## config.mk

```make
export PLATFORM = sky130hd
export DESIGN_NAME = programmable_period_pwm
export DESIGN_NICKNAME = d
export VERILOG_FILES = /design/src/shared/pwm_pkg.sv /design/src/programmable_period_pwm.sv /design/src/half_rate_divider.sv
export VERILOG_INCLUDE_DIRS = /design/src /design/src/shared
export SDC_FILE = /design/constraint.sdc
export NUM_CORES = 1
export LEC_CHECK = 0
export BUFFER_PORTS_ARGS = -buffer_cell sky130_fd_sc_hd__buf_4
export CAP_MARGIN = 10
export CORE_UTILIZATION = 59
export CTS_BUF_LIST = sky130_fd_sc_hd__clkbuf_4 sky130_fd_sc_hd__clkbuf_8
export CTS_CLUSTER_DIAMETER = 80
export DETAILED_ROUTE_END_ITERATION = 7
export PLACE_DENSITY = 0.82
export SYNTH_ARGS = -nofsm -noshare
export SYNTH_HDL_FRONTEND = slang
export SYNTH_HIERARCHICAL = 1
export SYNTH_SLANG_ARGS = --single-unit
```

## constraint.sdc

```tcl
create_clock -name core_clk_in -period 2.7 [get_ports core_clk_in]
set_input_delay 0.27 -clock core_clk_in [delete_from_list [all_inputs] [get_ports core_clk_in]]
set_output_delay 0.27 -clock core_clk_in [all_outputs]
set_load 0.02 [all_outputs]
```

## src/shared/pwm_map.svh

```systemverilog
`ifndef PWM_MAP_SVH
`define PWM_MAP_SVH
// register word indices; the bus byte address is the index times four
`define IDX_CTRL        8'ha1
`define IDX_PERIOD      8'haa
`define IDX_WIDTH       8'hab
`define IDX_DIV_LO      8'hb3
`define IDX_DIV_HI      8'hb4
`define ADDR_SHIFT      2
// shared control register fields, reset values and step constants
`define CTRL_POL_BIT    6
`define CTRL_EN_BIT     5
`define CTRL_DRIVE_BIT  4
`define RST_BYTE        8'h00
`define RST_DIV         16'h0000
`define RST_CNT8        8'h00
`define ONE_CNT8        8'h01
`define ONE_DIV         16'h0001
`endif

```

## src/shared/pwm_pkg.sv

```systemverilog
package pwm_pkg;
    typedef enum logic [0:0] {
        CH_IDLE = 1'b0,
        CH_RUN  = 1'b1
    } ch_state_t;
endpackage

```

## src/programmable_period_pwm.sv

```systemverilog
// The APB slave port was left to the implementer.
`timescale 1ns/1ps
`include "pwm_map.svh"
// Contract
// - 16-bit prescaler, 8-bit counter, width, period
// - counter rate is half clock over divider+1
// - divider zero ticks every half-rate clock
// - free counter compared to comparator copies
// - enabling copies registers into comparators first
// - normal polarity: low once count reaches width
// - count equals period: clear, drive high
// - new values load only at period end
// - control bits 5 and 6 govern channel
// - output goes to port 4 bit 7
// - registers at aah, abh, b3h, b4h
// - control bit 6 selects polarity
// - control bit 5 enables output
// - control bit 4: open drain or push-pull
module programmable_period_pwm
    import pwm_pkg::*;
#(
    parameter int CNT_W = 8,
    parameter int DIV_W = 16
) (
    // clock, reset, enable
    input  wire logic        core_clk_in,
    input  wire logic        reset_in,
    input  wire logic        clk_en_in,
    // apb slave
    input  wire logic        psel_in,
    input  wire logic        penable_in,
    input  wire logic        pwrite_in,
    input  wire logic [11:0] paddr_in,
    input  wire logic [31:0] pwdata_in,
    output logic [31:0]      prdata_out,
    output logic             pready_out,
    output logic             pslverr_out,
    // port 4 bit 7 pin
    output logic             p4_7_out,
    output logic             p4_7_oe_out
);
    ch_state_t        state_r;
    logic [7:0]       ctrl_r;
    logic [CNT_W-1:0] period_r;
    logic [CNT_W-1:0] width_r;
    logic [DIV_W-1:0] div_r;
    logic [CNT_W-1:0] cmp_period_r;
    logic [CNT_W-1:0] cmp_width_r;
    logic [CNT_W-1:0] count_r;
    logic             wave_r;
    logic             tick;
    logic             reload;
    logic             period_end;
    logic             enabled;
    logic [9:0]       word_idx;
    logic             hit_ctrl;
    logic             hit_period;
    logic             hit_width;
    logic             hit_lo;
    logic             hit_hi;
    logic             hit_any;
    logic             wr_acc;
    logic             rd_acc;
    logic [7:0]       rd_byte;

    // apb decode: one word per printed index
    assign word_idx   = paddr_in[11:`ADDR_SHIFT];
    assign hit_ctrl   = (word_idx == 10'(`IDX_CTRL));
    assign hit_period = (word_idx == 10'(`IDX_PERIOD));
    assign hit_width  = (word_idx == 10'(`IDX_WIDTH));
    assign hit_lo     = (word_idx == 10'(`IDX_DIV_LO));
    assign hit_hi     = (word_idx == 10'(`IDX_DIV_HI));
    assign hit_any    = hit_ctrl | hit_period | hit_width | hit_lo | hit_hi;
    // answer after one wait state; pready is a flop so it rises one cycle after the first access cycle
    assign wr_acc     = psel_in && penable_in && pwrite_in && pready_out;
    assign rd_acc     = psel_in && penable_in && !pwrite_in;

    always_comb begin
        rd_byte = `RST_BYTE;
        if (hit_ctrl) begin
            rd_byte = ctrl_r;
        end else if (hit_period) begin
            rd_byte = period_r;
        end else if (hit_width) begin
            rd_byte = width_r;
        end else if (hit_lo) begin
            rd_byte = div_r[7:0];
        end else if (hit_hi) begin
            rd_byte = div_r[15:8];
        end
    end

    always_ff @(posedge core_clk_in) begin
        if (reset_in) begin
            pready_out  <= 1'b0;
            pslverr_out <= 1'b0;
            prdata_out  <= 32'h0000_0000;
        end else if (clk_en_in) begin
            pready_out  <= psel_in && penable_in && !pready_out;
            pslverr_out <= psel_in && penable_in && !pready_out && !hit_any;
            if (rd_acc && !pready_out) begin
                prdata_out <= {24'h00_0000, rd_byte};
            end
        end
    end

    // software registers
    always_ff @(posedge core_clk_in) begin
        if (reset_in) begin
            ctrl_r   <= `RST_BYTE;
            period_r <= CNT_W'(`RST_BYTE);
            width_r  <= CNT_W'(`RST_BYTE);
            div_r    <= DIV_W'(`RST_DIV);
        end else if (clk_en_in && wr_acc) begin
            if (hit_ctrl) begin
                ctrl_r <= pwdata_in[7:0];
            end
            if (hit_period) begin
                period_r <= pwdata_in[CNT_W-1:0];
            end
            if (hit_width) begin
                width_r <= pwdata_in[CNT_W-1:0];
            end
            if (hit_lo) begin
                div_r[7:0] <= pwdata_in[7:0];
            end
            if (hit_hi) begin
                div_r[15:8] <= pwdata_in[7:0];
            end
        end
    end

    assign enabled    = ctrl_r[`CTRL_EN_BIT];
    // a period of zero is outside the contract; it then ends every tick
    assign period_end = tick && (count_r == cmp_period_r);
    // reload on the enable edge and at each period end
    assign reload     = (state_r == CH_IDLE && enabled) || period_end;

    half_rate_divider #(
        .DIV_W(DIV_W)
    ) i_half_rate_divider (
        .core_clk_in(core_clk_in),
        .reset_in   (reset_in),
        .clk_en_in  (clk_en_in),
        .run_in     (state_r == CH_RUN && enabled),
        .reload_in  (reload),
        .div_in     (div_r),
        .tick_out   (tick)
    );

    always_ff @(posedge core_clk_in) begin
        if (reset_in) begin
            state_r <= CH_IDLE;
        end else if (clk_en_in) begin
            case (state_r)
                CH_IDLE: begin
                    if (enabled) begin
                        state_r <= CH_RUN;
                    end
                end
                CH_RUN: begin
                    if (!enabled) begin
                        state_r <= CH_IDLE;
                    end
                end
                default: state_r <= CH_IDLE;
            endcase
        end
    end

    always_ff @(posedge core_clk_in) begin
        if (reset_in) begin
            cmp_period_r <= CNT_W'(`RST_BYTE);
            cmp_width_r  <= CNT_W'(`RST_BYTE);
        end else if (clk_en_in && reload) begin
            cmp_period_r <= period_r;
            cmp_width_r  <= width_r;
        end
    end

    // idle and disable clears are gated too, so a frozen clock holds every count
    always_ff @(posedge core_clk_in) begin
        if (reset_in) begin
            count_r <= CNT_W'(`RST_CNT8);
        end else if (clk_en_in && (!enabled || state_r == CH_IDLE)) begin
            count_r <= CNT_W'(`RST_CNT8);
        end else if (clk_en_in && tick) begin
            if (period_end) begin
                count_r <= CNT_W'(`RST_CNT8);
            end else begin
                count_r <= count_r + CNT_W'(`ONE_CNT8);
            end
        end
    end

    // wave: high in the pulse phase, compares the next count value
    always_ff @(posedge core_clk_in) begin
        if (reset_in) begin
            wave_r <= 1'b1;
        end else if (clk_en_in && state_r == CH_IDLE) begin
            wave_r <= 1'b1;
        end else if (clk_en_in && tick) begin
            if (period_end) begin
                wave_r <= 1'b1;
            end else begin
                wave_r <= !((count_r + CNT_W'(`ONE_CNT8)) >= cmp_width_r);
            end
        end
    end

    // pin: disabled parks low; open drain only pulls low
    always_ff @(posedge core_clk_in) begin
        if (reset_in) begin
            p4_7_out    <= 1'b0;
            p4_7_oe_out <= 1'b0;
        end else if (clk_en_in) begin
            p4_7_out <= enabled && (wave_r ^ ctrl_r[`CTRL_POL_BIT]);
            if (ctrl_r[`CTRL_DRIVE_BIT]) begin
                p4_7_oe_out <= 1'b1;
            end else begin
                p4_7_oe_out <= !(enabled && (wave_r ^ ctrl_r[`CTRL_POL_BIT]));
            end
        end
    end

    // channel checks
    a_count_clear: assert property (@(posedge core_clk_in) disable iff (reset_in)
        (clk_en_in && period_end && enabled && state_r == CH_RUN)
        |=> (count_r == CNT_W'(`RST_CNT8) && wave_r))
        else $error("count not cleared at period end");
    a_low_phase: assert property (@(posedge core_clk_in) disable iff (reset_in)
        (clk_en_in && tick && !period_end && state_r == CH_RUN && enabled
         && (count_r + CNT_W'(`ONE_CNT8)) >= cmp_width_r) |=> !wave_r)
        else $error("wave not low after width");
    a_cmp_hold: assert property (@(posedge core_clk_in) disable iff (reset_in)
        (state_r == CH_RUN && !reload) |=> $stable(cmp_period_r))
        else $error("comparator changed mid period");
    a_enable_load: assert property (@(posedge core_clk_in) disable iff (reset_in)
        (clk_en_in && state_r == CH_IDLE && enabled)
        |=> (cmp_width_r == $past(width_r)))
        else $error("enable did not load comparators");
    a_period_load: assert property (@(posedge core_clk_in) disable iff (reset_in)
        (clk_en_in && period_end)
        |=> (cmp_period_r == $past(period_r)))
        else $error("period end did not load comparator");
    a_tick_pulse: assert property (@(posedge core_clk_in) disable iff (reset_in)
        (clk_en_in && tick) |=> !tick)
        else $error("prescaler tick longer than one cycle");
    a_idle_wave: assert property (@(posedge core_clk_in) disable iff (reset_in)
        (clk_en_in && state_r == CH_IDLE) |=> wave_r)
        else $error("idle channel not parked in pulse phase");
    a_disable_idle: assert property (@(posedge core_clk_in) disable iff (reset_in)
        (clk_en_in && !enabled) |=> (state_r == CH_IDLE))
        else $error("disabled channel still running");
    a_count_free: assert property (@(posedge core_clk_in) disable iff (reset_in)
        (clk_en_in && tick && !period_end && enabled && state_r == CH_RUN)
        |=> (count_r == $past(count_r) + CNT_W'(`ONE_CNT8)))
        else $error("counter did not advance");

    // pin checks
    a_pin_polarity: assert property (@(posedge core_clk_in) disable iff (reset_in)
        (clk_en_in && $past(clk_en_in)) |-> (p4_7_out ==
        ($past(enabled) && ($past(wave_r) ^ $past(ctrl_r[`CTRL_POL_BIT])))))
        else $error("pin polarity wrong");
    a_drive_pp: assert property (@(posedge core_clk_in) disable iff (reset_in)
        (clk_en_in && ctrl_r[`CTRL_DRIVE_BIT]) |=> p4_7_oe_out)
        else $error("push-pull not driving");
    a_open_drain: assert property (@(posedge core_clk_in) disable iff (reset_in)
        (clk_en_in && !ctrl_r[`CTRL_DRIVE_BIT]) |=> (p4_7_oe_out == !p4_7_out))
        else $error("open drain enable not inverse of value");
    a_disable_park: assert property (@(posedge core_clk_in) disable iff (reset_in)
        (clk_en_in && !enabled) |=> !p4_7_out)
        else $error("disabled output not low");

    // register bus checks
    a_apb_wait: assert property (@(posedge core_clk_in) disable iff (reset_in)
        (clk_en_in && psel_in && penable_in && !pready_out) |=> pready_out)
        else $error("access not answered after one wait");
    a_ready_pulse: assert property (@(posedge core_clk_in) disable iff (reset_in)
        (clk_en_in && pready_out) |=> !pready_out)
        else $error("ready held longer than one cycle");
    a_err_ready: assert property (@(posedge core_clk_in) disable iff (reset_in)
        pslverr_out |-> pready_out)
        else $error("slave error without ready");
    a_unmapped_err: assert property (@(posedge core_clk_in) disable iff (reset_in)
        (clk_en_in && psel_in && penable_in && !pready_out && !hit_any) |=> pslverr_out)
        else $error("unmapped access not refused");
    a_write_ignored: assert property (@(posedge core_clk_in) disable iff (reset_in)
        (clk_en_in && wr_acc && !hit_any) |=> $stable(ctrl_r))
        else $error("unmapped write changed control");
    a_write_period: assert property (@(posedge core_clk_in) disable iff (reset_in)
        (clk_en_in && wr_acc && hit_period)
        |=> (period_r == $past(pwdata_in[CNT_W-1:0])))
        else $error("period write did not land");
    a_read_ctrl: assert property (@(posedge core_clk_in) disable iff (reset_in)
        (clk_en_in && rd_acc && !pready_out && hit_ctrl)
        |=> (prdata_out == {24'h00_0000, $past(ctrl_r)}))
        else $error("control read data wrong");
    a_read_period: assert property (@(posedge core_clk_in) disable iff (reset_in)
        (clk_en_in && rd_acc && !pready_out && hit_period)
        |=> (prdata_out[7:0] == $past(period_r)))
        else $error("period read data wrong");
    a_read_width: assert property (@(posedge core_clk_in) disable iff (reset_in)
        (clk_en_in && rd_acc && !pready_out && hit_width)
        |=> (prdata_out[7:0] == $past(width_r)))
        else $error("width read data wrong");
endmodule // programmable_period_pwm

```

## src/half_rate_divider.sv

```systemverilog
`timescale 1ns/1ps
`include "pwm_map.svh"
module half_rate_divider #(
    parameter int DIV_W = 16
) (
    // clock and control
    input  wire logic             core_clk_in,
    input  wire logic             reset_in,
    input  wire logic             clk_en_in,
    input  wire logic             run_in,
    input  wire logic             reload_in,
    input  wire logic [DIV_W-1:0] div_in,
    // tick out
    output logic                  tick_out
);
    logic             half_r;
    logic [DIV_W-1:0] cnt_r;
    logic [DIV_W-1:0] div_r;

    // system clock halved feeds the prescaler
    always_ff @(posedge core_clk_in) begin
        if (reset_in) begin
            half_r <= 1'b0;
        end else if (clk_en_in && !run_in) begin
            half_r <= 1'b0;
        end else if (clk_en_in) begin
            half_r <= ~half_r;
        end
    end

    // divisor is only taken at reload, so a mid-period write never tears a count
    always_ff @(posedge core_clk_in) begin
        if (reset_in) begin
            div_r <= DIV_W'(`RST_DIV);
        end else if (clk_en_in && reload_in) begin
            div_r <= div_in;
        end
    end

    always_ff @(posedge core_clk_in) begin
        if (reset_in) begin
            cnt_r    <= DIV_W'(`RST_DIV);
            tick_out <= 1'b0;
        end else if (clk_en_in && !run_in) begin
            cnt_r    <= DIV_W'(`RST_DIV);
            tick_out <= 1'b0;
        end else if (clk_en_in) begin
            tick_out <= 1'b0;
            if (half_r) begin
                if (cnt_r >= div_r) begin
                    cnt_r    <= DIV_W'(`RST_DIV);
                    tick_out <= 1'b1;
                end else begin
                    cnt_r <= cnt_r + DIV_W'(`ONE_DIV);
                end
            end
        end
    end
endmodule // half_rate_divider

```

==> results.rst, run 1 <==
.. list-table::
   :header-rows: 1

   * - Metric
     - Value
   * - Max cap viols
     - 0
   * - Final wirelength
     - 12.6 mm
   * - Non-filler instance count after layout
     - 827
   * - Die Width
     - approximately 100 um
   * - Min cycle time layout
     - 2.48 ns
   * - Category of the worst setup path launch point
     - flop
   * - Achievable Freq
     - around 400 MHz
   * - First-pass iteration count of the detailed router
     - 4
   * - CP Data Required Time
     - 3.01 ns
   * - Number of buffers and inverters on the critical path
     - 0
   * - Leading cell type by number of instances after synthesis
     - sky130_fd_sc_hd__dfxtp_1
   * - RSZ-0062 raised after global routing
     - no
   * - Top delay family on crit path
     - compound AO/OA/AOI/OAI gates
   * - Tot Pwr
     - 2.80 mW
   * - Die height
     - between 100 and 150 um
   * - Leading cell types by count after synthesis
     - sky130_fd_sc_hd__dfxtp_1, sky130_fd_sc_hd__nor2_1, sky130_fd_sc_hd__nand2_1
   * - Net count reported at finish
     - 769
   * - Worst path slowest cell
     - sky130_fd_sc_hd__dfxtp_1
   * - CTS root buffer
     - sky130_fd_sc_hd__clkbuf_8
   * - Via density
     - 5.73
   * - Flop and latch count out of synthesis
     - 112
   * - Power density of the placed cells
     - 446 nW/um2
   * - Die Outline Area
     - between 10000 and 15000 um2
   * - Dominant cells by area after synthesis
     - sky130_fd_sc_hd__dfxtp_1, sky130_fd_sc_hd__mux2i_1, sky130_fd_sc_hd__nor2_1
   * - DRC violations left
     - 0
   * - Fin Setup TNS
     - 0 ns
   * - Remaining antenna violation count
     - 0
   * - Slew of the pin with the lowest slew margin
     - 0.853 ns
   * - Global Route Usage Sum
     - 0.261
   * - I/O pin count
     - 86
   * - Clk_skew
     - 0.0159 ns
   * - Final Cycle Share
     - 0.917
   * - Most area-hungry cell type in the Yosys netlist
     - sky130_fd_sc_hd__dfxtp_1
   * - Core outline area
     - between 9000 and 10000 um2
   * - Global-route wire length before repair
     - 20.9 mm
   * - Dominant synthesized flop cell
     - sky130_fd_sc_hd__dfxtp_1
   * - Number of pins exceeding their max-slew limit in the final report
     - 0
   * - Synthesis-to-finish area growth
     - 7.78%
   * - Crit Path Category
     - reg2reg
   * - Post-synthesis cell type count
     - 60
   * - Worst slack, placed
     - 0.287 ns
   * - Number of instances in the synthesized netlist
     - about 670
   * - Total inserted antenna cells
     - 0
   * - Count of fill cells added during filler insertion
     - 750
   * - Final setup violation count
     - 0
   * - Via count of the first global-routing pass
     - 4331
   * - Mean routed wirelength per cell
     - 15.2 um
   * - Number of warnings printed during yosys synthesis
     - 6
   * - Netlist area before placement
     - 5820 um2
   * - WP data arrival
     - 2.78 ns
   * - Initial core utilization
     - 0.618
   * - TritonCTS buffer count
     - 9
   * - Critical path's largest stage delay
     - 0.41 ns
   * - Leakage
     - 2.57 nW
   * - Largest net degree at the start of global routing
     - 56
   * - CTS HTree Levels
     - 3
   * - Remaining max-slew budget at the tightest pin
     - 0.430
   * - DRT iter0 DRCs
     - 241
   * - TritonCTS clock tree
     - built
   * - Number of enable-type register cells in the synthesized netlist
     - 0
   * - CTS clk-pin slew, worst paths
     - 0.11 ns
   * - Port bufs
     - 35
   * - Synth async-reset ratio
     - 0
   * - Share of cells above drive strength 1
     - 0.133
   * - Clock insertion delay at the later pin of the skew report
     - 0.38 ns
   * - Kind of end point of the critical path
     - flop
   * - Fraction of synthesized cell area taken by the top area cell type
     - 0.385
   * - Final count of hold timing violations
     - 0
   * - Ordered cell list for the critical path
     - ha_1, nand3_1, xnor2_1, ha_1, a21o_1, a2111oi_1, o21ai_0, and3_1, o21ai_0
   * - Syn_area_per_cell
     - slightly below 9 um2
   * - Number of placement rows
     - 35
   * - Detailed-route via count
     - 4735
   * - Portion of the post-synthesis area used by sequential elements
     - 0.385
   * - Path type of the worst min-delay path
     - in2reg
   * - Routability congestion estimate
     - 0.947
   * - Largest buffer count on any clock path
     - 2
   * - Final worst-path setup slack
     - between 0.2 and 0.25 ns
   * - Final worst hold slack
     - 0.179 ns
   * - Critical path fanouts, max
     - 5
   * - Congestion Overflow GR
     - 0
   * - Number of antenna violations at the first check in global routing
     - 0
   * - Placed Cells incl. Taps
     - 811
   * - Result of the run
     - finished clean
   * - Post-CTS Setup Repair Bufs
     - 0
   * - Total clock sinks
     - 112
   * - Maximum ir drop on the vdd rail
     - 0.342 mV
   * - Final HPWL DP
     - about 9.6 mm
-- tightest hold or removal path: stages --
cell and delay, ns:
sky130_fd_sc_hd__buf_4 0.12, sky130_fd_sc_hd__mux2i_1 0.07, sky130_fd_sc_hd__nor2_1 0.07
-- path summary, 6_finish.rpt --
path	slack, ns	depth (start not counted)	to	start
worst max-delay path	0.22	9	wave_r	count_r[1]
worst min-delay path	0.18	3	ctrl_r[5]	pwdata_in[5]
worst max register to register	0.22	9	wave_r	count_r[1]
worst min register to register	0.46	2	i_half_rate_divider/div_r[4]	i_half_rate_divider/div_r[4]
-- through the flow --
| stage | utilization | area [um2] |
|---|---|---|
| after floorplan | - | 5910 |
| after global placement | 0.646 | 6090 |
| after detailed placement | 0.646 | 6090 |
| after CTS | 0.666 | 6270 |
| after global routing | 0.666 | 6270 |
| final | 0.666 | 6270 |
-- final cells by class --
type	count	area (um2)	share of cell area
Clock buffer	9	124	0.0197
Clock inverter	7	61.3	0.00977
Inverter	32	120	0.0192
Multi-Input combinational cell	493	3230	0.514
Sequential cell	112	2240	0.357
Tap cell	129	161	0.0257
Timing Repair Buffer	45	338	0.0539
-- routing by layer --
layer	vias up	part of all wire	global-route usage
met4	0	0.020	0.0881
met3	21	0.060	0.0428
met2	169	0.45	0.412
met1	2242	0.47	0.364
met5	-	0	0
li1	2303	-	-
-- power breakdown --
| part | internal [mW] | switching (mW) | leakage [nW] | total, mW |
|---|---|---|---|---|
| registers | 1.66 | 0.00372 | 0.903 | 1.66 |
| clock network | 0.356 | 0.609 | 0.0940 | 0.965 |
| logic | 0.0507 | 0.121 | 1.57 | 0.171 |
-- repair_timing --
| item | in CTS | in global routing |
|---|---|---|
| setup endpoints to repair | 0 | 1 |
| gates resized for setup | 0 | 1 |
| hold buffers | 0 | 0 |
-- cells by family after synthesis --
logic type                 count (synthesis)  synth area share
AOI/OAI and AO/OA                         94             0.109
xor gates and xnor gates                  29            0.0436
adders and majority gates                 26            0.0559
buffers and inverters                     90            0.0765
DFF                                      112             0.385
muxes                                     56            0.0963
other                                      1          0.000644
and+or+nand+nor                          264             0.233
-- layout by cell type (no fill, tap or decap), types with 14 or more instances in the layout --
| cell type | netlist | final |
|---|---|---|
| sky130_fd_sc_hd__buf_4 | 24 | 45 |
| sky130_fd_sc_hd__a21oi_1 | 42 | 42 |
| sky130_fd_sc_hd__mux2i_1 | 56 | 56 |
| sky130_fd_sc_hd__dfxtp_1 | 112 | 112 |
| sky130_fd_sc_hd__nand2_1 | 66 | 66 |
| sky130_fd_sc_hd__nor2_1 | 92 | 92 |
| sky130_fd_sc_hd__nand2b_1 | 14 | 14 |
| sky130_fd_sc_hd__a221oi_1 | 15 | 15 |
| sky130_fd_sc_hd__ha_1 | 26 | 26 |
| sky130_fd_sc_hd__inv_1 | 32 | 32 |
| sky130_fd_sc_hd__xor2_1 | 19 | 19 |
| sky130_fd_sc_hd__nand3_1 | 17 | 17 |
| sky130_fd_sc_hd__conb_1 | 1 | 24 |
-- state kept, by name, summed over array words and instances, names as in the netlist, 8 cells and up --
signal / flops
div_r: 16
i_half_rate_divider/cnt_r: 16
i_half_rate_divider/div_r: 16
cmp_period_r: 8
cmp_width_r: 8
count_r: 8
ctrl_r: 8
period_r: 8
prdata_out: 8
width_r: 8
Note: power is estimated with default switching activity, not from simulation.
==> run 2, diff against run 1 <==
--- a/config.mk
+++ b/config.mk
@@ -8,11 +8,11 @@
 export LEC_CHECK = 0
 export BUFFER_PORTS_ARGS = -buffer_cell sky130_fd_sc_hd__buf_4
 export CAP_MARGIN = 10
-export CORE_UTILIZATION = 59
+export CORE_MARGIN = 8
+export CORE_UTILIZATION = 29
 export CTS_BUF_LIST = sky130_fd_sc_hd__clkbuf_4 sky130_fd_sc_hd__clkbuf_8
 export CTS_CLUSTER_DIAMETER = 80
 export DETAILED_ROUTE_END_ITERATION = 7
-export PLACE_DENSITY = 0.82
 export SYNTH_ARGS = -nofsm -noshare
 export SYNTH_HDL_FRONTEND = slang
 export SYNTH_HIERARCHICAL = 1
==> run 2 against run 1 <==
Global-route usage shrank 15 points. First-iteration DRC count up 71%. Register-to-register slack improved by 0.07 ns. Hold slack lost 0.0033 ns. Power increased by 2.1%. Critical endpoint unchanged.
==> results.rst, run 2 (synthesis gave the netlist of run 1 again) <==
.. list-table::
   :header-rows: 1

   * - Metric
     - Value
   * - Critical path's largest stage delay
     - 0.42 ns (was 0.41 ns)
   * - Total inserted antenna cells
     - 0 (unchanged)
   * - Int Power
     - 2.16 mW (was 2.06 mW)
   * - Most common cell after layout, fill and taps aside
     - sky130_fd_sc_hd__dfxtp_1 (unchanged)
   * - Switching power
     - 0.689 mW (was 0.733 mW)
   * - Area taken by flip-flops and latches
     - 2240 um2 (unchanged)
   * - Highest signal layer in the routed design
     - met4 (unchanged)
   * - Result of the run
     - finished clean (unchanged)
   * - TritonCTS clock tree
     - built (unchanged)
   * - Total cell area at the placement stage
     - 6280 um2 (was 6090 um2)
   * - Leakage
     - 2.58 nW (was 2.57 nW)
   * - Final count of hold timing violations
     - 0 (unchanged)
   * - Largest net degree at the start of global routing
     - 54 (was 56)
   * - Die Outline Area
     - 24900 um2 (was 10300 um2)
   * - Count of fill cells added during filler insertion
     - 2121 (was 750)
   * - Global-route wire length before repair
     - 22.3 mm (was 20.9 mm)
   * - Net count reported at finish
     - 771 (was 769)
   * - Achievable Freq
     - 416 MHz (was 404 MHz)
   * - Category of the worst setup path launch point
     - flop (unchanged)
   * - Number of pins exceeding their max-slew limit in the final report
     - 0 (unchanged)
   * - Metal3 WL
     - 735 um (was 754 um)
   * - Final worst-path setup slack
     - 0.294 ns (was 0.224 ns)
   * - Kind of end point of the critical path
     - flop (unchanged)
   * - Routed length on met1
     - 7.37 mm (was 5.94 mm)
   * - WP data arrival
     - 2.71 ns (was 2.78 ns)
   * - Die height
     - 158 um (was 101 um)
   * - Initial core utilization
     - 0.291 (was 0.618)
   * - Placed Cells incl. Taps
     - 954 (was 811)
   * - Worst path slowest cell
     - sky130_fd_sc_hd__dfxtp_1 (unchanged)
   * - End-of-flow core utilization
     - 0.324 (was 0.666)
   * - Number of placement rows
     - 52 (was 35)
   * - Final HPWL DP
     - 10.5 mm (was 9.60 mm)
   * - Clock network fraction of total power
     - 0.356 (was 0.345)
   * - Via density
     - 4.67 (was 5.73)
   * - Clock insertion delay at the later pin of the skew report
     - 0.38 ns (about the same)
   * - Number of cells upsized or downsized after cts
     - 0 (unchanged)
   * - Detailed-route via count
     - 4526 (was 4735)
   * - Via count of the first global-routing pass
     - 4245 (was 4331)
   * - Final setup violation count
     - 0 (unchanged)
   * - Synthesis-to-finish area growth
     - 11.1% (was 7.78%)
   * - Flop pwr share
     - 0.582 (was 0.594)
   * - Power density of the placed cells
     - 441 nW/um2 (was 446 nW/um2)
   * - Share of cells above drive strength 1
     - 0.134 (was 0.133)
   * - Routed wl met2
     - 5.58 mm (was 5.64 mm)
   * - Crit Path Category
     - reg2reg (unchanged)
   * - Die Width
     - 158 um (was 101 um)
   * - Hold_buf cts
     - 0 (unchanged)
   * - Largest registers
     - div_r x16, i_half_rate_divider/cnt_r x16, i_half_rate_divider/div_r x16 (unchanged)
   * - Congestion Overflow GR
     - 0 (unchanged)
   * - Min cycle time layout
     - 2.41 ns (was 2.48 ns)
   * - I/O pin count
     - 86 (unchanged)
   * - Global Route Usage Sum
     - 0.114 (was 0.261)
   * - Critical path fanouts, max
     - 5 (unchanged)
   * - CP Data Required Time
     - 3.00 ns (was 3.01 ns)
   * - Clk_skew
     - 0.0106 ns (was 0.0159 ns)
   * - Max cap viols
     - 0 (unchanged)
   * - Remaining antenna violation count
     - 0 (unchanged)
   * - RSZ-0062 raised after global routing
     - no (unchanged)
   * - Worst slack, placed
     - 0.311 ns (was 0.287 ns)
   * - First-pass iteration count of the detailed router
     - 4 (unchanged)
   * - DRT iter0 DRCs
     - 412 (was 241)
   * - Commonest cells after routing, fill and taps aside
     - sky130_fd_sc_hd__dfxtp_1, sky130_fd_sc_hd__nor2_1, sky130_fd_sc_hd__nand2_1 (unchanged)
   * - Fraction of power spent switching nets
     - 0.241 (was 0.262)
   * - CTS HTree Levels
     - 3 (unchanged)
   * - Slew of the pin with the lowest slew margin
     - 0.844 ns (was 0.853 ns)
   * - DRC violations left
     - 0 (unchanged)
   * - Area of the multi-input gates
     - 3220 um2 (was 3230 um2)
   * - Path type of the worst min-delay path
     - in2reg (unchanged)
   * - Post-CTS Setup Repair Bufs
     - 0 (unchanged)
   * - Total clock sinks
     - 112 (unchanged)
   * - Fin Setup TNS
     - 0 ns (unchanged)
   * - Final wirelength
     - 13.9 mm (was 12.6 mm)
   * - Port bufs
     - 35 (unchanged)
   * - Tot Pwr
     - 2.85 mW (was 2.80 mW)
   * - Final worst hold slack
     - 0.176 ns (was 0.179 ns)
   * - Final Cycle Share
     - 0.891 (was 0.917)
   * - Routability congestion estimate
     - 0.809 (was 0.947)
   * - Remaining max-slew budget at the tightest pin
     - 0.436 (was 0.430)
   * - Total non-filler cell area in the finished layout
     - 6470 um2 (was 6270 um2)
   * - Mean routed wirelength per cell
     - 14.3 um (was 15.2 um)
   * - Ordered cell list for the critical path
     - ha_1, nand3_1, xnor2_1, ha_1, a21o_1, a2111oi_0, o21ai_0, and3_1, o21ai_0 (was ha_1, nand3_1, xnor2_1, ha_1, a21o_1, a2111oi_1, o21ai_0, and3_1, o21ai_0)
   * - Number of antenna violations at the first check in global routing
     - 0 (unchanged)
   * - Maximum ir drop on the vdd rail
     - 0.232 mV (was 0.342 mV)
   * - Largest buffer count on any clock path
     - 2 (unchanged)
   * - CTS root buffer
     - sky130_fd_sc_hd__clkbuf_8 (unchanged)
   * - Non-filler instance count after layout
     - 969 (was 827)
   * - CTS clk-pin slew, worst paths
     - 0.10 ns (was 0.11 ns)
   * - TritonCTS buffer count
     - 9 (unchanged)
   * - Core outline area
     - 20000 um2 (was 9420 um2)
   * - Combinational Power Share
     - 0.063 (was 0.061)
## run 2: cell types whose count changed in the layout (fill, tap and decap cells not counted), moves of 2 or more
cell,previous run,this run
sky130_fd_sc_hd__buf_4,45,47
sky130_fd_sc_hd__clkinv_2,1,3
sky130_fd_sc_hd__inv_6,2,0
sky130_fd_sc_hd__inv_8,2,0
## run 2: critical path, delay by kind of cell (launching register included)
family	cells	cell delay, ns
XOR/XNOR	1	0.23
flip-flops	1	0.42
AND/OR/NAND/NOR	2	0.37
AO/OA/AOI/OAI	4	0.78
adder cells (fa/ha/maj)	2	0.53
## run 2: metal layers
layer  track usage  up-vias
met4        0.0394        0
met2         0.158      103
met5             0        -
met1         0.170     2107
li1              -     2305
met3        0.0205       11
## run 2: power groups by stage
stage	Clock (mW)	Combinational, mW	Sequential (mW)
after floorplan	0	0.128	1.70
after global placement	0	0.178	1.70
after detailed placement	0	0.178	1.70
after CTS	1.05	0.179	1.66
after global routing	1.12	0.194	1.66
final	1.01	0.179	1.66
## run 2: worst paths after layout
check | startpoint | slack (ns) | end | cells after the start
worst min register to register | i_half_rate_divider/div_r[6] | 0.46 | i_half_rate_divider/div_r[6] | 2
worst max register to register | count_r[1] | 0.29 | wave_r | 9
worst max-delay path | count_r[1] | 0.29 | wave_r | 9
worst min-delay path | pwdata_in[0] | 0.18 | period_r[0] | 3
## run 2: layout make-up
| class | instances | area share |
|---|---|---|
| Multi-Input combinational cell | 493 | 0.499 |
| Sequential cell | 112 | 0.347 |
| Timing Repair Buffer | 47 | 0.0546 |
| Tap cell | 270 | 0.0522 |
| Clock buffer | 11 | 0.0224 |
| Inverter | 32 | 0.0186 |
| Clock inverter | 4 | 0.00696 |
==> run 3, diff against run 2 <==
--- a/config.mk
+++ b/config.mk
@@ -8,6 +8,7 @@
 export LEC_CHECK = 0
 export BUFFER_PORTS_ARGS = -buffer_cell sky130_fd_sc_hd__buf_4
 export CAP_MARGIN = 10
+export CORE_ASPECT_RATIO = 2
 export CORE_MARGIN = 8
 export CORE_UTILIZATION = 29
 export CTS_BUF_LIST = sky130_fd_sc_hd__clkbuf_4 sky130_fd_sc_hd__clkbuf_8
==> run 3 against run 2 <==
Clock skew up 0.0010 ns. Maximum frequency up 3.6%. Routed wire length up 5.9%. Critical path depth stayed put. Power shrank 2.3%. Register-to-register slack improved by 0.08 ns. Non-clock buffer count rose by 1. Critical path type unchanged. Largest power group unchanged. Highest routed layer unchanged.
==> results.rst, run 3 (synthesis gave the netlist of run 1 again) <==
.. list-table::
   :header-rows: 1

   * - Metric
     - Value
   * - Congestion Overflow GR
     - 0 (unchanged)
   * - WP data arrival
     - 2.63 ns (was 2.71 ns)
   * - Hold_buf cts
     - 0 (unchanged)
   * - Remaining max-slew budget at the tightest pin
     - 0.452 (was 0.436)
   * - Max cap viols
     - 0 (unchanged)
   * - I/O pin count
     - 86 (unchanged)
   * - TritonCTS clock tree
     - built (unchanged)
   * - Critical path fanouts, max
     - 4 (was 5)
   * - Routability congestion estimate
     - 0.862 (was 0.809)
   * - Via density
     - 4.73 (was 4.67)
   * - FF-to-FF path depth
     - 9 (unchanged)
   * - Clk_skew
     - 0.0116 ns (was 0.0106 ns)
   * - Kind of end point of the critical path
     - flop (unchanged)
   * - Endpoint of the worst-slack reg-to-reg timing path
     - wave_r (unchanged)
   * - Via count of the first global-routing pass
     - 4611 (was 4245)
   * - Commonest cells after routing, fill and taps aside
     - sky130_fd_sc_hd__dfxtp_1, sky130_fd_sc_hd__nor2_1, sky130_fd_sc_hd__nand2_1 (unchanged)
   * - Crit Path Category
     - reg2reg (unchanged)
   * - Global-route wire length before repair
     - 23.8 mm (was 22.3 mm)
   * - Initial core utilization
     - 0.294 (was 0.291)
   * - Count of fill cells added during filler insertion
     - 2174 (was 2121)
   * - Port bufs
     - 35 (unchanged)
   * - Clock insertion delay at the later pin of the skew report
     - 0.38 ns (about the same)
   * - Final Cycle Share
     - 0.860 (was 0.891)
   * - TritonCTS buffer count
     - 9 (unchanged)
   * - Core outline area
     - 19800 um2 (was 20000 um2)
   * - Post-CTS Setup Repair Bufs
     - 0 (unchanged)
   * - Detailed-route via count
     - 4555 (was 4526)
   * - Most common cell after layout, fill and taps aside
     - sky130_fd_sc_hd__dfxtp_1 (unchanged)
   * - CTS root buffer
     - sky130_fd_sc_hd__clkbuf_8 (unchanged)
   * - Largest registers
     - div_r x16, i_half_rate_divider/cnt_r x16, i_half_rate_divider/div_r x16 (unchanged)
   * - Share of cells above drive strength 1
     - 0.134 (unchanged)
   * - Slew of the pin with the lowest slew margin
     - 0.820 ns (was 0.844 ns)
   * - Number of antenna violations at the first check in global routing
     - 1 (was 0)
   * - Power density of the placed cells
     - 432 nW/um2 (was 441 nW/um2)
   * - Number of pins exceeding their max-slew limit in the final report
     - 0 (unchanged)
   * - Maximum ir drop on the vdd rail
     - 0.196 mV (was 0.232 mV)
   * - Remaining antenna violation count
     - 0 (unchanged)
   * - Min cycle time layout
     - 2.32 ns (was 2.41 ns)
   * - Count of cells along the worst hold path
     - 3 (unchanged)
   * - Non-filler instance count after layout
     - 962 (was 969)
   * - Final setup violation count
     - 0 (unchanged)
   * - Die Outline Area
     - 25100 um2 (was 24900 um2)
   * - Path type of the worst min-delay path
     - in2reg (unchanged)
   * - Largest buffer count on any clock path
     - 2 (unchanged)
   * - Final count of hold timing violations
     - 0 (unchanged)
   * - Number of cells upsized or downsized after cts
     - 0 (unchanged)
   * - Net count reported at finish
     - 772 (was 771)
   * - Reg2reg setup slack
     - 0.38 ns (was 0.29 ns)
   * - Global Route Usage Sum
     - 0.122 (was 0.114)
   * - Mean routed wirelength per cell
     - 15.3 um (was 14.3 um)
   * - CTS HTree Levels
     - 3 (unchanged)
   * - CTS clk-pin slew, worst paths
     - 0.10 ns (about the same)
   * - Die Width
     - 116 um (was 158 um)
   * - DRC violations left
     - 0 (unchanged)
   * - DRT iter0 DRCs
     - 177 (was 412)
   * - Placed Cells incl. Taps
     - 947 (was 954)
   * - Leakage
     - 2.58 nW (about the same)
   * - CP Data Required Time
     - 3.01 ns (was 3.00 ns)
   * - First-pass iteration count of the detailed router
     - 4 (unchanged)
   * - Tot Pwr
     - 2.79 mW (was 2.85 mW)
   * - Achievable Freq
     - 431 MHz (was 416 MHz)
   * - Result of the run
     - finished clean (unchanged)
   * - Largest net degree at the start of global routing
     - 50 (was 54)
   * - Synthesis-to-finish area growth
     - 10.9% (was 11.1%)
   * - Reg2reg start
     - count_r[0] (was count_r[1])
   * - RSZ-0062 raised after global routing
     - no (unchanged)
   * - Fin Setup TNS
     - 0 ns (unchanged)
   * - Number of placement rows
     - 73 (was 52)
   * - Total clock sinks
     - 112 (unchanged)
   * - Die height
     - 216 um (was 158 um)
   * - Final HPWL DP
     - 11.3 mm (was 10.5 mm)
   * - Hold EP
     - ctrl_r[5] (was period_r[0])
   * - Startpoint of the lowest-slack hold path
     - pwdata_in[5] (was pwdata_in[0])
   * - Final wirelength
     - 14.7 mm (was 13.9 mm)
   * - Category of the worst setup path launch point
     - flop (unchanged)
## run 3: changes by cell type in the layout (fill, tap and decap cells not counted)
cell,previous run,this run
sky130_fd_sc_hd__clkinv_2,3,0
sky130_fd_sc_hd__buf_4,47,48
sky130_fd_sc_hd__clkbuf_8,10,11
sky130_fd_sc_hd__bufinv_16,1,0
sky130_fd_sc_hd__diode_2,0,1
sky130_fd_sc_hd__clkinv_4,0,1
sky130_fd_sc_hd__clkinvlp_4,0,1
## run 3: metrics by stage
step	area, um2	setup WS, ns	hold WS [ns]	utilization
floorplan	5910	0.403	0.414	-
global placement	6270	0.438	0.446	0.317
detailed placement	6270	0.393	0.448	0.317
CTS	6450	0.365	0.185	0.325
global route	6450	0.0604	0.191	0.326
finish	6450	0.378	0.195	0.326
## run 3: worst max-delay path, stage by stage, from the launching register on
cell                        delay (ns)
sky130_fd_sc_hd__dfxtp_1          0.36
sky130_fd_sc_hd__ha_1             0.22
sky130_fd_sc_hd__nand3_1          0.17
sky130_fd_sc_hd__xnor2_1          0.18
sky130_fd_sc_hd__ha_1             0.30
sky130_fd_sc_hd__a21o_1           0.15
sky130_fd_sc_hd__a2111oi_0        0.36
sky130_fd_sc_hd__o21ai_0          0.16
sky130_fd_sc_hd__and3_1           0.22
sky130_fd_sc_hd__o21ai_0          0.13
## run 3: report_power, final
| group | internal [mW] | switching [mW] |
|---|---|---|
| combinational | 0.0520 | 0.129 |
| clock | 0.389 | 0.557 |
| sequential | 1.66 | 0.00376 |
## run 3: worst max path at each step
stage	startpoint	end	cells past startpoint	slack, ns
3_5_place_dp	count_r[0]	wave_r	9	0.39
3_3_place_gp	count_r[3]	i_half_rate_divider/div_r[3]	7	0.44
4_1_cts	count_r[0]	wave_r	9	0.36
2_1_floorplan	count_r[4]	i_half_rate_divider/div_r[0]	10	0.40
6_report	count_r[0]	wave_r	9	0.38
5_1_grt	count_r[0]	wave_r	9	0.06
## run 3: routing by layer
metal | GRT usage | up-vias | wire length [um] | share of wire
met5 | 0 | - | 0 | 0
met4 | 0.0679 | 0 | 550 | 0.037
met3 | 0.0150 | 25 | 437 | 0.030
met2 | 0.217 | 99 | 7660 | 0.52
met1 | 0.134 | 2135 | 6050 | 0.41
li1 | - | 2296 | - | -
## run 3: final cells by class
class | instances | area, um2 | area share
multi-input cells | 493 | 3220 | 0.500
flip-flops and latches | 112 | 2240 | 0.347
repair buffers | 48 | 360 | 0.0558
well taps | 262 | 328 | 0.0508
clock buffers | 12 | 159 | 0.0246
inverters | 32 | 120 | 0.0186
clock inverters | 2 | 16.3 | 0.00252
diodes | 1 | 2.50 | 0.000388
